[src/hdl/cmb_map.svh]
// Register offsets, field positions and reset values of the buffer status block
// Included by the buffer status module only
`ifndef CMB_MAP_SVH
`define CMB_MAP_SVH
`define CMB_OFS_FULL_LO      8'h00
`define CMB_OFS_FULL_HI      8'h04
`define CMB_OFS_OVR_LO       8'h08
`define CMB_OFS_OVR_HI       8'h0C
`define CMB_OFS_CTRL_BASE    8'h40
`define CMB_OFS_FILT_BASE    8'h80
`define CMB_OFS_MEM_BASE     14'h1000
`define CMB_FLAG_RST         16'h0000
`define CMB_CTRL_RST         8'h00
`define CMB_BIT_DIR          7
`define CMB_BIT_ABT          6
`define CMB_BIT_LARB         5
`define CMB_BIT_ERR          4
`define CMB_BIT_REQ          3
`define CMB_BIT_RTREN        2
`define CMB_SID_MASK         16'h1FFF
`define CMB_EID_MASK         16'h0FFF
`define CMB_DLC_MASK         16'hFF1F
`define CMB_STAT_MASK        16'h1F00
`define CMB_WORDS_PER_SLOT   8
`endif

[src/hdl/cmb_pkg.sv]
// Types shared by the message buffer status block
// Assumes cmb_map.svh is on the include path
package cmb_pkg;
    typedef struct packed {
        logic       valid;
        logic [4:0] filter;
    } cmb_rx_evt_t;

    typedef struct packed {
        logic       valid;
        logic [4:0] slot;
        logic [1:0] result;
    } cmb_tx_evt_t;

    localparam logic [1:0] CMB_TX_OK   = 2'h0;
    localparam logic [1:0] CMB_TX_ABT  = 2'h1;
    localparam logic [1:0] CMB_TX_LARB = 2'h2;
    localparam logic [1:0] CMB_TX_ERR  = 2'h3;

    typedef enum logic [2:0] {
        CMB_IDLE = 3'b001,
        CMB_RESP = 3'b010,
        CMB_HOLD = 3'b100
    } cmb_bus_st_t;
endpackage

[src/hdl/cmb_buffer_status.sv]
// Message buffer flags, pair control, filter pointers and slot memory
// Assumes a protocol engine on ref_clk_i and an AXI4-Lite master
//
// The placing of the registers and the AXI4-Lite register port were decided locally.
`include "cmb_map.svh"

// Behaviour
// - One full flag per receive slot, 32 slots, two 16-bit registers
// - Overrun flag set when a receive targets a slot still full
// - Direction bit 1 means transmit slot, 0 means receive slot
// - Each control register covers two slots, upper and lower byte alike
// - Read-only aborted bit: 1 aborted, 0 sent successfully
// - Read-only lost arbitration bit set when arbitration was lost
// - Identifier, length, data and status words live in DMA memory; here in the block's own slot memory at 0x1000
// - Thirty-two message slots, each with its own words
// - First word: standard identifier bits 12..2, bits 15..13 read zero
// - First word bit 1 is substitute remote request
// - First word bit 0 selects extended identifier frame
// - Second word: extended identifier 17..6 in low 12 bits
// - Third word: extended id 5..0 at 15..10, length code at 3..0
// - Third word bit 9 is remote transmission request
// - Eight data bytes two per word, higher byte in upper half
// - Receive writes accepting filter number into status bits 12..8
// - Each filter has a 4-bit pointer naming the target receive slot
module cmb_buffer_status
    import cmb_pkg::*;
#(
    parameter int NSLOT = 32,
    parameter int NFILT = 16
)(
    input  wire logic        ref_clk_i,
    input  wire logic        resetn_i,
    input  wire logic [13:0] s_axi_awaddr,
    input  wire logic        s_axi_awvalid,
    output logic             s_axi_awready,
    input  wire logic [31:0] s_axi_wdata,
    input  wire logic [3:0]  s_axi_wstrb,
    input  wire logic        s_axi_wvalid,
    output logic             s_axi_wready,
    output logic [1:0]       s_axi_bresp,
    output logic             s_axi_bvalid,
    input  wire logic        s_axi_bready,
    input  wire logic [13:0] s_axi_araddr,
    input  wire logic        s_axi_arvalid,
    output logic             s_axi_arready,
    output logic [31:0]      s_axi_rdata,
    output logic [1:0]       s_axi_rresp,
    output logic             s_axi_rvalid,
    input  wire logic        s_axi_rready,
    input  wire cmb_rx_evt_t rx_evt_i,
    input  wire cmb_tx_evt_t tx_evt_i,
    output logic [4:0]       rx_slot_o,
    output logic             rx_overrun_o,
    output logic [31:0]      tx_pending_o
);
    localparam int MEMW = NSLOT * `CMB_WORDS_PER_SLOT;

    logic [31:0]        rx_slot_full;
    logic [31:0]        rx_slot_overrun;
    logic [7:0]         slot_ctrl [NSLOT];
    logic [3:0]         filter_target_slot [NFILT];
    logic [15:0]        slot_mem [MEMW];
    cmb_bus_st_t        wst;
    cmb_bus_st_t        rst_st;
    logic [13:0]        aw_q;
    logic [31:0]        w_q;
    logic [3:0]         ws_q;
    logic               aw_got;
    logic               w_got;
    logic               do_wr;
    logic               wr_ok;
    logic [4:0]         rx_tgt;
    logic [31:0]        clr_full;
    logic [31:0]        clr_ovr;
    logic [31:0]        set_full;
    logic [31:0]        set_ovr;
    logic [31:0]        next_rdata;
    logic               next_rok;

    assign do_wr = aw_got && w_got && (wst == CMB_IDLE);
    assign rx_tgt = {1'b0, filter_target_slot[rx_evt_i.filter[3:0]]};

    // AXI write channel capture, response after both address and data
    always_ff @(posedge ref_clk_i or negedge resetn_i)
    begin
        if (!resetn_i)
        begin
            aw_got        <= 1'b0;
            w_got         <= 1'b0;
            aw_q          <= 14'h0000;
            w_q           <= 32'h0000_0000;
            ws_q          <= 4'h0;
            s_axi_awready <= 1'b0;
            s_axi_wready  <= 1'b0;
            s_axi_bvalid  <= 1'b0;
            s_axi_bresp   <= 2'h0;
            wst           <= CMB_IDLE;
        end
        else
        begin
            s_axi_awready <= !aw_got && !s_axi_awready && s_axi_awvalid;
            s_axi_wready  <= !w_got && !s_axi_wready && s_axi_wvalid;
            if (s_axi_awvalid && s_axi_awready)
            begin
                aw_got <= 1'b1;
                aw_q   <= s_axi_awaddr;
            end
            if (s_axi_wvalid && s_axi_wready)
            begin
                w_got <= 1'b1;
                w_q   <= s_axi_wdata;
                ws_q  <= s_axi_wstrb;
            end
            case (wst)
                CMB_IDLE:
                    if (do_wr)
                    begin
                        s_axi_bvalid <= 1'b1;
                        s_axi_bresp  <= wr_ok ? 2'h0 : 2'h2;
                        wst          <= CMB_RESP;
                    end
                CMB_RESP:
                    if (s_axi_bready)
                    begin
                        s_axi_bvalid <= 1'b0;
                        aw_got       <= 1'b0;
                        w_got        <= 1'b0;
                        wst          <= CMB_IDLE;
                    end
                default:
                    wst <= CMB_IDLE;
            endcase
        end
    end

    // Address decode for writes
    always_comb
    begin
        wr_ok    = 1'b0;
        clr_full = 32'h0000_0000;
        clr_ovr  = 32'h0000_0000;
        if (aw_q[13:2] == `CMB_OFS_FULL_LO >> 2)
        begin
            wr_ok    = 1'b1;
            clr_full = {16'h0000, ~w_q[15:0]};
        end
        else if (aw_q[13:2] == `CMB_OFS_FULL_HI >> 2)
        begin
            wr_ok    = 1'b1;
            clr_full = {~w_q[15:0], 16'h0000};
        end
        else if (aw_q[13:2] == `CMB_OFS_OVR_LO >> 2)
        begin
            wr_ok   = 1'b1;
            clr_ovr = {16'h0000, ~w_q[15:0]};
        end
        else if (aw_q[13:2] == `CMB_OFS_OVR_HI >> 2)
        begin
            wr_ok   = 1'b1;
            clr_ovr = {~w_q[15:0], 16'h0000};
        end
        else if (aw_q >= 14'(`CMB_OFS_CTRL_BASE)
                 && aw_q < 14'(`CMB_OFS_FILT_BASE))
            wr_ok = 1'b1;
        else if (aw_q >= 14'(`CMB_OFS_FILT_BASE)
                 && aw_q < 14'(`CMB_OFS_FILT_BASE) + 14'(NFILT * 4))
            wr_ok = 1'b1;
        else if (aw_q >= `CMB_OFS_MEM_BASE)
            wr_ok = 1'b1;
        if (!(do_wr && ws_q[0] && ws_q[1]))
        begin
            clr_full = 32'h0000_0000;
            clr_ovr  = 32'h0000_0000;
        end
    end

    // Receive event: set full, or overrun if the slot is still full
    always_comb
    begin
        set_full = 32'h0000_0000;
        set_ovr  = 32'h0000_0000;
        if (rx_evt_i.valid)
        begin
            if (rx_slot_full[rx_tgt])
                set_ovr[rx_tgt] = 1'b1;
            else
                set_full[rx_tgt] = 1'b1;
        end
    end

    // Writing 0 clears, writing 1 keeps; a same-cycle set wins
    always_ff @(posedge ref_clk_i or negedge resetn_i)
    begin
        if (!resetn_i)
        begin
            rx_slot_full    <= {2{`CMB_FLAG_RST}};
            rx_slot_overrun <= {2{`CMB_FLAG_RST}};
        end
        else
        begin
            rx_slot_full    <= (rx_slot_full & ~clr_full) | set_full;
            rx_slot_overrun <= (rx_slot_overrun & ~clr_ovr) | set_ovr;
        end
    end

    // Pair control: status bits read-only, request cleared on completion
    for (genvar s = 0; s < NSLOT; s++)
    begin : g_ctrl
        localparam logic [13:0] ADDR = 14'(`CMB_OFS_CTRL_BASE + (s / 2) * 4);
        localparam int LANE = (s % 2) * 8;
        logic hit;
        logic done;
        assign hit  = do_wr && aw_q == ADDR && ws_q[LANE / 8];
        assign done = tx_evt_i.valid && tx_evt_i.slot == 5'(s);
        always_ff @(posedge ref_clk_i or negedge resetn_i)
        begin
            if (!resetn_i)
                slot_ctrl[s] <= `CMB_CTRL_RST;
            else
            begin
                if (hit)
                begin
                    slot_ctrl[s][`CMB_BIT_DIR] <= w_q[LANE + 7];
                    slot_ctrl[s][3:0] <= w_q[LANE +: 4];
                end
                if (done)
                begin
                    slot_ctrl[s][`CMB_BIT_REQ] <= 1'b0;
                    slot_ctrl[s][`CMB_BIT_ABT] <=
                        tx_evt_i.result == CMB_TX_ABT;
                    slot_ctrl[s][`CMB_BIT_LARB] <=
                        tx_evt_i.result == CMB_TX_LARB;
                    slot_ctrl[s][`CMB_BIT_ERR] <=
                        tx_evt_i.result == CMB_TX_ERR;
                end
            end
        end
    end

    for (genvar f = 0; f < NFILT; f++)
    begin : g_filt
        always_ff @(posedge ref_clk_i or negedge resetn_i)
        begin
            if (!resetn_i)
                filter_target_slot[f] <= 4'h0;
            else if (do_wr && aw_q == 14'(`CMB_OFS_FILT_BASE + f * 4)
                     && ws_q[0])
                filter_target_slot[f] <= w_q[3:0];
        end
    end

    // Slot memory: 8 words per slot, masked so unused bits read zero, except bits 8 and 4 of the third word, which keep what is written
    always_ff @(posedge ref_clk_i)
    begin
        if (do_wr && aw_q >= `CMB_OFS_MEM_BASE)
        begin
            case (aw_q[4:2])
                3'h0: slot_mem[aw_q[9:2]] <= w_q[15:0] & `CMB_SID_MASK;
                3'h1: slot_mem[aw_q[9:2]] <= w_q[15:0] & `CMB_EID_MASK;
                3'h2: slot_mem[aw_q[9:2]] <= w_q[15:0] & `CMB_DLC_MASK;
                3'h7: slot_mem[aw_q[9:2]] <= w_q[15:0] & `CMB_STAT_MASK;
                default: slot_mem[aw_q[9:2]] <= w_q[15:0];
            endcase
        end
        else if (rx_evt_i.valid)
            slot_mem[{rx_tgt, 3'h7}] <= {3'h0, rx_evt_i.filter, 8'h00};
    end

    // Read decode
    always_comb
    begin
        next_rok   = 1'b1;
        next_rdata = 32'h0000_0000;
        if (s_axi_araddr[13:2] == `CMB_OFS_FULL_LO >> 2)
            next_rdata = {16'h0000, rx_slot_full[15:0]};
        else if (s_axi_araddr[13:2] == `CMB_OFS_FULL_HI >> 2)
            next_rdata = {16'h0000, rx_slot_full[31:16]};
        else if (s_axi_araddr[13:2] == `CMB_OFS_OVR_LO >> 2)
            next_rdata = {16'h0000, rx_slot_overrun[15:0]};
        else if (s_axi_araddr[13:2] == `CMB_OFS_OVR_HI >> 2)
            next_rdata = {16'h0000, rx_slot_overrun[31:16]};
        else if (s_axi_araddr >= 14'(`CMB_OFS_CTRL_BASE)
                 && s_axi_araddr < 14'(`CMB_OFS_FILT_BASE))
            next_rdata = {16'h0000,
                          slot_ctrl[{s_axi_araddr[5:2], 1'b1}],
                          slot_ctrl[{s_axi_araddr[5:2], 1'b0}]};
        else if (s_axi_araddr >= 14'(`CMB_OFS_FILT_BASE)
                 && s_axi_araddr < 14'(`CMB_OFS_FILT_BASE) + 14'(NFILT * 4))
            next_rdata = {28'h0000000, filter_target_slot[s_axi_araddr[5:2]]};
        else if (s_axi_araddr >= `CMB_OFS_MEM_BASE)
            next_rdata = {16'h0000, slot_mem[s_axi_araddr[9:2]]};
        else
            next_rok = 1'b0;
    end

    always_ff @(posedge ref_clk_i or negedge resetn_i)
    begin
        if (!resetn_i)
        begin
            s_axi_arready <= 1'b0;
            s_axi_rvalid  <= 1'b0;
            s_axi_rdata   <= 32'h0000_0000;
            s_axi_rresp   <= 2'h0;
            rst_st        <= CMB_IDLE;
        end
        else
        begin
            s_axi_arready <= 1'b0;
            case (rst_st)
                CMB_IDLE:
                    if (s_axi_arvalid)
                    begin
                        s_axi_arready <= 1'b1;
                        s_axi_rdata   <= next_rdata;
                        s_axi_rresp   <= next_rok ? 2'h0 : 2'h2;
                        s_axi_rvalid  <= 1'b1;
                        rst_st        <= CMB_HOLD;
                    end
                CMB_HOLD:
                    if (s_axi_rready)
                    begin
                        s_axi_rvalid <= 1'b0;
                        rst_st       <= CMB_IDLE;
                    end
                default:
                    rst_st <= CMB_IDLE;
            endcase
        end
    end

    // Engine-side outputs
    always_ff @(posedge ref_clk_i or negedge resetn_i)
    begin
        if (!resetn_i)
        begin
            rx_slot_o    <= 5'h00;
            rx_overrun_o <= 1'b0;
            tx_pending_o <= 32'h0000_0000;
        end
        else
        begin
            if (rx_evt_i.valid)
                rx_slot_o <= rx_tgt;
            rx_overrun_o <= |set_ovr;
            for (int i = 0; i < NSLOT; i++)
                tx_pending_o[i] <= slot_ctrl[i][`CMB_BIT_DIR]
                                   & slot_ctrl[i][`CMB_BIT_REQ];
        end
    end

    property p_full_set;
        @(posedge ref_clk_i) disable iff (!resetn_i)
        rx_evt_i.valid && !rx_slot_full[rx_tgt]
        |=> rx_slot_full[$past(rx_tgt)];
    endproperty
    a_full_set: assert property (p_full_set)
        else $error("full flag not set on receive");

    property p_ovr_set;
        @(posedge ref_clk_i) disable iff (!resetn_i)
        rx_evt_i.valid && rx_slot_full[rx_tgt]
        |=> rx_slot_overrun[$past(rx_tgt)];
    endproperty
    a_ovr_set: assert property (p_ovr_set)
        else $error("overrun flag not set");

    property p_no_sw_set;
        @(posedge ref_clk_i) disable iff (!resetn_i)
        !rx_evt_i.valid |=> (rx_slot_full & ~$past(rx_slot_full)) == 32'h0;
    endproperty
    a_no_sw_set: assert property (p_no_sw_set)
        else $error("full flag set without receive");

    property p_ovr_hold;
        @(posedge ref_clk_i) disable iff (!resetn_i)
        clr_ovr == 32'h0 |=> (~rx_slot_overrun & $past(rx_slot_overrun)) == 32'h0;
    endproperty
    a_ovr_hold: assert property (p_ovr_hold)
        else $error("overrun flag dropped without clear");

    property p_req_clear;
        @(posedge ref_clk_i) disable iff (!resetn_i)
        tx_evt_i.valid |=> !slot_ctrl[$past(tx_evt_i.slot)][`CMB_BIT_REQ];
    endproperty
    a_req_clear: assert property (p_req_clear)
        else $error("send request not cleared");

    property p_abt;
        @(posedge ref_clk_i) disable iff (!resetn_i)
        tx_evt_i.valid && tx_evt_i.result == CMB_TX_ABT
        |=> slot_ctrl[$past(tx_evt_i.slot)][`CMB_BIT_ABT];
    endproperty
    a_abt: assert property (p_abt)
        else $error("abort bit not set");

    property p_larb;
        @(posedge ref_clk_i) disable iff (!resetn_i)
        tx_evt_i.valid && tx_evt_i.result == CMB_TX_LARB
        |=> slot_ctrl[$past(tx_evt_i.slot)][`CMB_BIT_LARB];
    endproperty
    a_larb: assert property (p_larb)
        else $error("lost arbitration bit not set");

    property p_err;
        @(posedge ref_clk_i) disable iff (!resetn_i)
        tx_evt_i.valid && tx_evt_i.result == CMB_TX_ERR
        |=> slot_ctrl[$past(tx_evt_i.slot)][`CMB_BIT_ERR];
    endproperty
    a_err: assert property (p_err)
        else $error("bus error bit not set");
endmodule

[config.mk]
export PLATFORM = sky130hd
export DESIGN_NAME = cmb_buffer_status
export DESIGN_NICKNAME = d
export VERILOG_FILES = /design/src/hdl/cmb_pkg.sv /design/src/hdl/cmb_buffer_status.sv
export VERILOG_INCLUDE_DIRS = /design/src /design/src/hdl
export SDC_FILE = /design/constraint.sdc
export NUM_CORES = 2
export LEC_CHECK = 0
export BUFFER_PORTS_ARGS = -buffer_cell sky130_fd_sc_hd__buf_2
export CELL_PAD_IN_SITES_DETAIL_PLACEMENT = 0
export CELL_PAD_IN_SITES_GLOBAL_PLACEMENT = 2
export CORE_ASPECT_RATIO = 0.9
export CORE_MARGIN = 2
export CORE_UTILIZATION = 46
export DETAILED_ROUTE_END_ITERATION = 12
export GPL_ROUTABILITY_DRIVEN = 1
export PLACE_DENSITY_LB_ADDON = 0.1
export SETUP_SLACK_MARGIN = 0.1
export SLEW_MARGIN = 30
export SYNTH_ARGS = -nofsm -noshare
export SYNTH_HDL_FRONTEND = slang
export SYNTH_SLANG_ARGS = --single-unit
[constraint.sdc]
create_clock -name ref_clk_i -period 6.1 [get_ports ref_clk_i]
set_input_delay 0.305 -clock ref_clk_i [delete_from_list [all_inputs] [get_ports ref_clk_i]]
set_output_delay 0.305 -clock ref_clk_i [all_outputs]
set_load 0.02 [all_outputs]
==> reports/metrics.cfg <==
[timing]
setup_violations = 0
rsz0062_at_grt = no
fmax_mhz = 217
min_period_ns = 4.61
finClkSkew_ns = 0.0760
slew_violations = 0
finalSetupTns_ns = 0
tightestPinTransition_ns = 1.11
whs_ns = 0.0872
hold_viol = 0
max_slew_margin_pct = 26.3
finalCritPeriodShare_pct = 75.6

[final_layout]
seq_area_mm2 = 0.135
mostFrequentLayoutCells = edfxtp_1, mux4_2, dfrtp_1, buf_4, clkbuf_16
fill_cells = 30245
final_common_cell = edfxtp_1
nNetsFinal = 9251
drive_gt1_share_pct = 33.4
multi_input_area_mm2 = 0.0432
area_delta_synth_final_pct = 14.6
stdcell_area_mm2 = 0.206

[global_route]
grt_pass1_wl_um = 746000
grt_pass1_vias = 91898
grt_antenna_before_repair = 32
gr-total-overflow = 0
grt_max_degree = 173
track_usage_pct = 27.0

[drt]
drtIter0Drc = 11606
viasPerCell = 6.22
num_vias = 91586
drc = 0
finalWirelength_um = 537000
first_pass_iters = 5
routedWlPerCell_um = 36.5
ant_nets = 0

[power_and_ir_drop]
pwr-share-seq_pct = 50.4
total_leakage_power_uw = 0.0687
pwr-share-comb_pct = 12.7
intPower_uw = 56400
p_total_uw = 76700
peakVddDrop_uv = 326
p_sw_uw = 20300
power.clock.fraction_pct = 36.9
swShare_pct = 26.4
power_density_mw_per_mm2 = 372

[cts]
cts-root-buf = clkbuf_16
cts.sinks = 4578
numCtsBuffers = 467
cts_tree = yes
clock_tree.buffer_depth = 4
clk_pin_slew_ns = 0.06
post_cts_buffers = 0
clk_latency_ns = 1.03
h-tree-depth = 5

[setup_path]
cp_max_fo = 68
worstSetupPathType = flop to flop
r2r-end = slot_mem[109][6]
cp.required_ns = 6.78
worst_setup_path_start_kind = flop
reg2reg_from = wst[0]
r2r_slack_ns = 1.49
r2r_cells = 9
end_kind = flop
arrival_ns = 5.29

[synthesis]
synth-seq-area-share_pct = 75.1
avgSynthCellArea_um2 = 21.3
yosysWarnings = 0
synth-edff-count = 4096
synth_ff_type = edfxtp_1
synth_seq_cells = 4578
syn-cell-area_mm2 = 0.180
synth.distinct_cells = 78
synthArstFlopShare_pct = 10.5
postSynthCellCount = 8458

[place]
gp_congestion = 0.848
port_buffers = 124
place_area_mm2 = 0.190
dp_hpwl_um = 333000

[die]
fp-row-count = 217
die_y_um = 597
ios = 164
dieWidth_um = 663
core_mm2 = 0.389
start_util_pct = 46.3
die_area_mm2 = 0.396

[job]
cap_violations = 0

[min_path]
hold_start = s_axi_awaddr[8]
min_path_type = input pin to flop
hold_end = aw_q[8]
whs_path_depth = 3

[outcome]
status = finished clean

synthesized netlist by cell type, drive strengths merged (15+ instances only):
cell type | number | area share (%)
mux4 | 1257 | 16
a31oi | 22 | 0.076
a21oi | 118 | 0.33
a2111oi | 17 | 0.083
o221ai | 55 | 0.27
o31a | 33 | 0.16
inv | 16 | 0.033
o31ai | 23 | 0.096
nor3 | 32 | 0.089
and2 | 59 | 0.21
o22ai | 46 | 0.16
nor4 | 15 | 0.052
a211oi | 30 | 0.13
a22oi | 52 | 0.22
nor2b | 35 | 0.12
nand2b | 18 | 0.063
o21ai | 106 | 0.29
dfrtp | 480 | 6.7
a221oi | 15 | 0.073
nand3 | 68 | 0.19
mux2 | 314 | 2.0
nand2 | 339 | 0.72
edfxtp | 4096 | 68
nor2 | 391 | 0.83
a22o | 17 | 0.083
clkbuf | 215 | 0.45
buf | 299 | 1.0
mux2i | 165 | 0.93
flip-flops by register name (all words and copies together) (netlist names), 2 cells and up:
register	flops
slot_mem	4096
slot_ctrl	256
filter_target_slot	64
rx_slot_full	32
rx_slot_overrun	32
tx_pending_o	32
s_axi_rdata	16
w_q	16
aw_q	14
rx_slot_o	4
rst_st	2
ws_q	2
wst	2
worst max-delay path: stages, from the launching register on:
cell and delay, ns:
dfstp_2 0.54, nand4b_1 0.18, buf_4 0.25, nor2_4 0.08, buf_4 0.39, nor2b_1 0.26, buf_4 0.24, a31oi_1 0.56
and2_4 0.89, buf_4 0.69
how the worst max path moves through the flow:
stage                            from                to  slack, ns  depth (start not counted)
after global routing           wst[0]   slot_mem[83][6]       1.32                          9
after global placement    rx_evt_i[0]  slot_mem[79][15]       1.21                          7
after floorplan                wst[0]    slot_mem[0][0]       0.14                          7
after detailed placement  rx_evt_i[0]   slot_mem[6][15]       1.24                          8
after CTS                      wst[0]   slot_mem[80][6]       1.58                          9
final                          wst[0]  slot_mem[109][6]       1.49                          9
logic make-up after synthesis:
group | after synthesis | share of synthesized area [%]
AOI/OAI and AO/OA | 599 | 2.28
xor gates and xnor gates | 1 | 0.00487
buffers and inverters | 532 | 1.53
DFF | 4578 | 75.1
muxes | 1736 | 18.6
other | 1 | 0.00208
and+or+nand+nor | 1011 | 2.49
metrics by stage:
| step | setup slack, ns | util [%] | std cells |
|---|---|---|---|
| final | 1.49 | 53.0 | 14723 |
| after CTS | 1.58 | 53.0 | 14705 |
| after global placement | 1.21 | 48.8 | 13759 |
| after detailed placement | 1.24 | 48.9 | 13765 |
| after floorplan | 0.141 | - | 8476 |
| after global routing | 1.32 | 53.0 | 14712 |
routing by layer:
metal / up-vias / wire, um / global-route usage [%]
met5: - / 53 / 0
met4: 8 / 16100 / 7.40
met3: 673 / 40300 / 4.66
met2: 3763 / 251000 / 42.3
met1: 50466 / 229000 / 39.5
li1: 36676 / - / -
cell type report:
type,instances,share of cell area (%)
Antenna cell,13,0.0158
Clock buffer,580,5.96
Clock inverter,287,1.34
Inverter,18,0.0401
Multi-Input combinational cell,3366,20.9
Sequential cell,4578,65.5
Tap cell,5146,3.12
Timing Repair Buffer,735,3.07
timing repair:
action                     4_1_cts  5_1_grt
hold endpoints to repair       653        0
setup endpoints to repair        0        0
resized for setup                0        0
hold buffers                    73        0
power by group through the flow:
stage	clock [uW]	sequential [uW]	combinational (uW)
3_3_place_gp	0	39300	9230
6_report	28300	38700	9710
4_1_cts	28800	38700	9750
5_1_grt	30000	38700	10300
2_1_floorplan	0	40000	4470
3_5_place_dp	0	39300	9660
No activity file was read; power rests on OpenSTA's default activity.
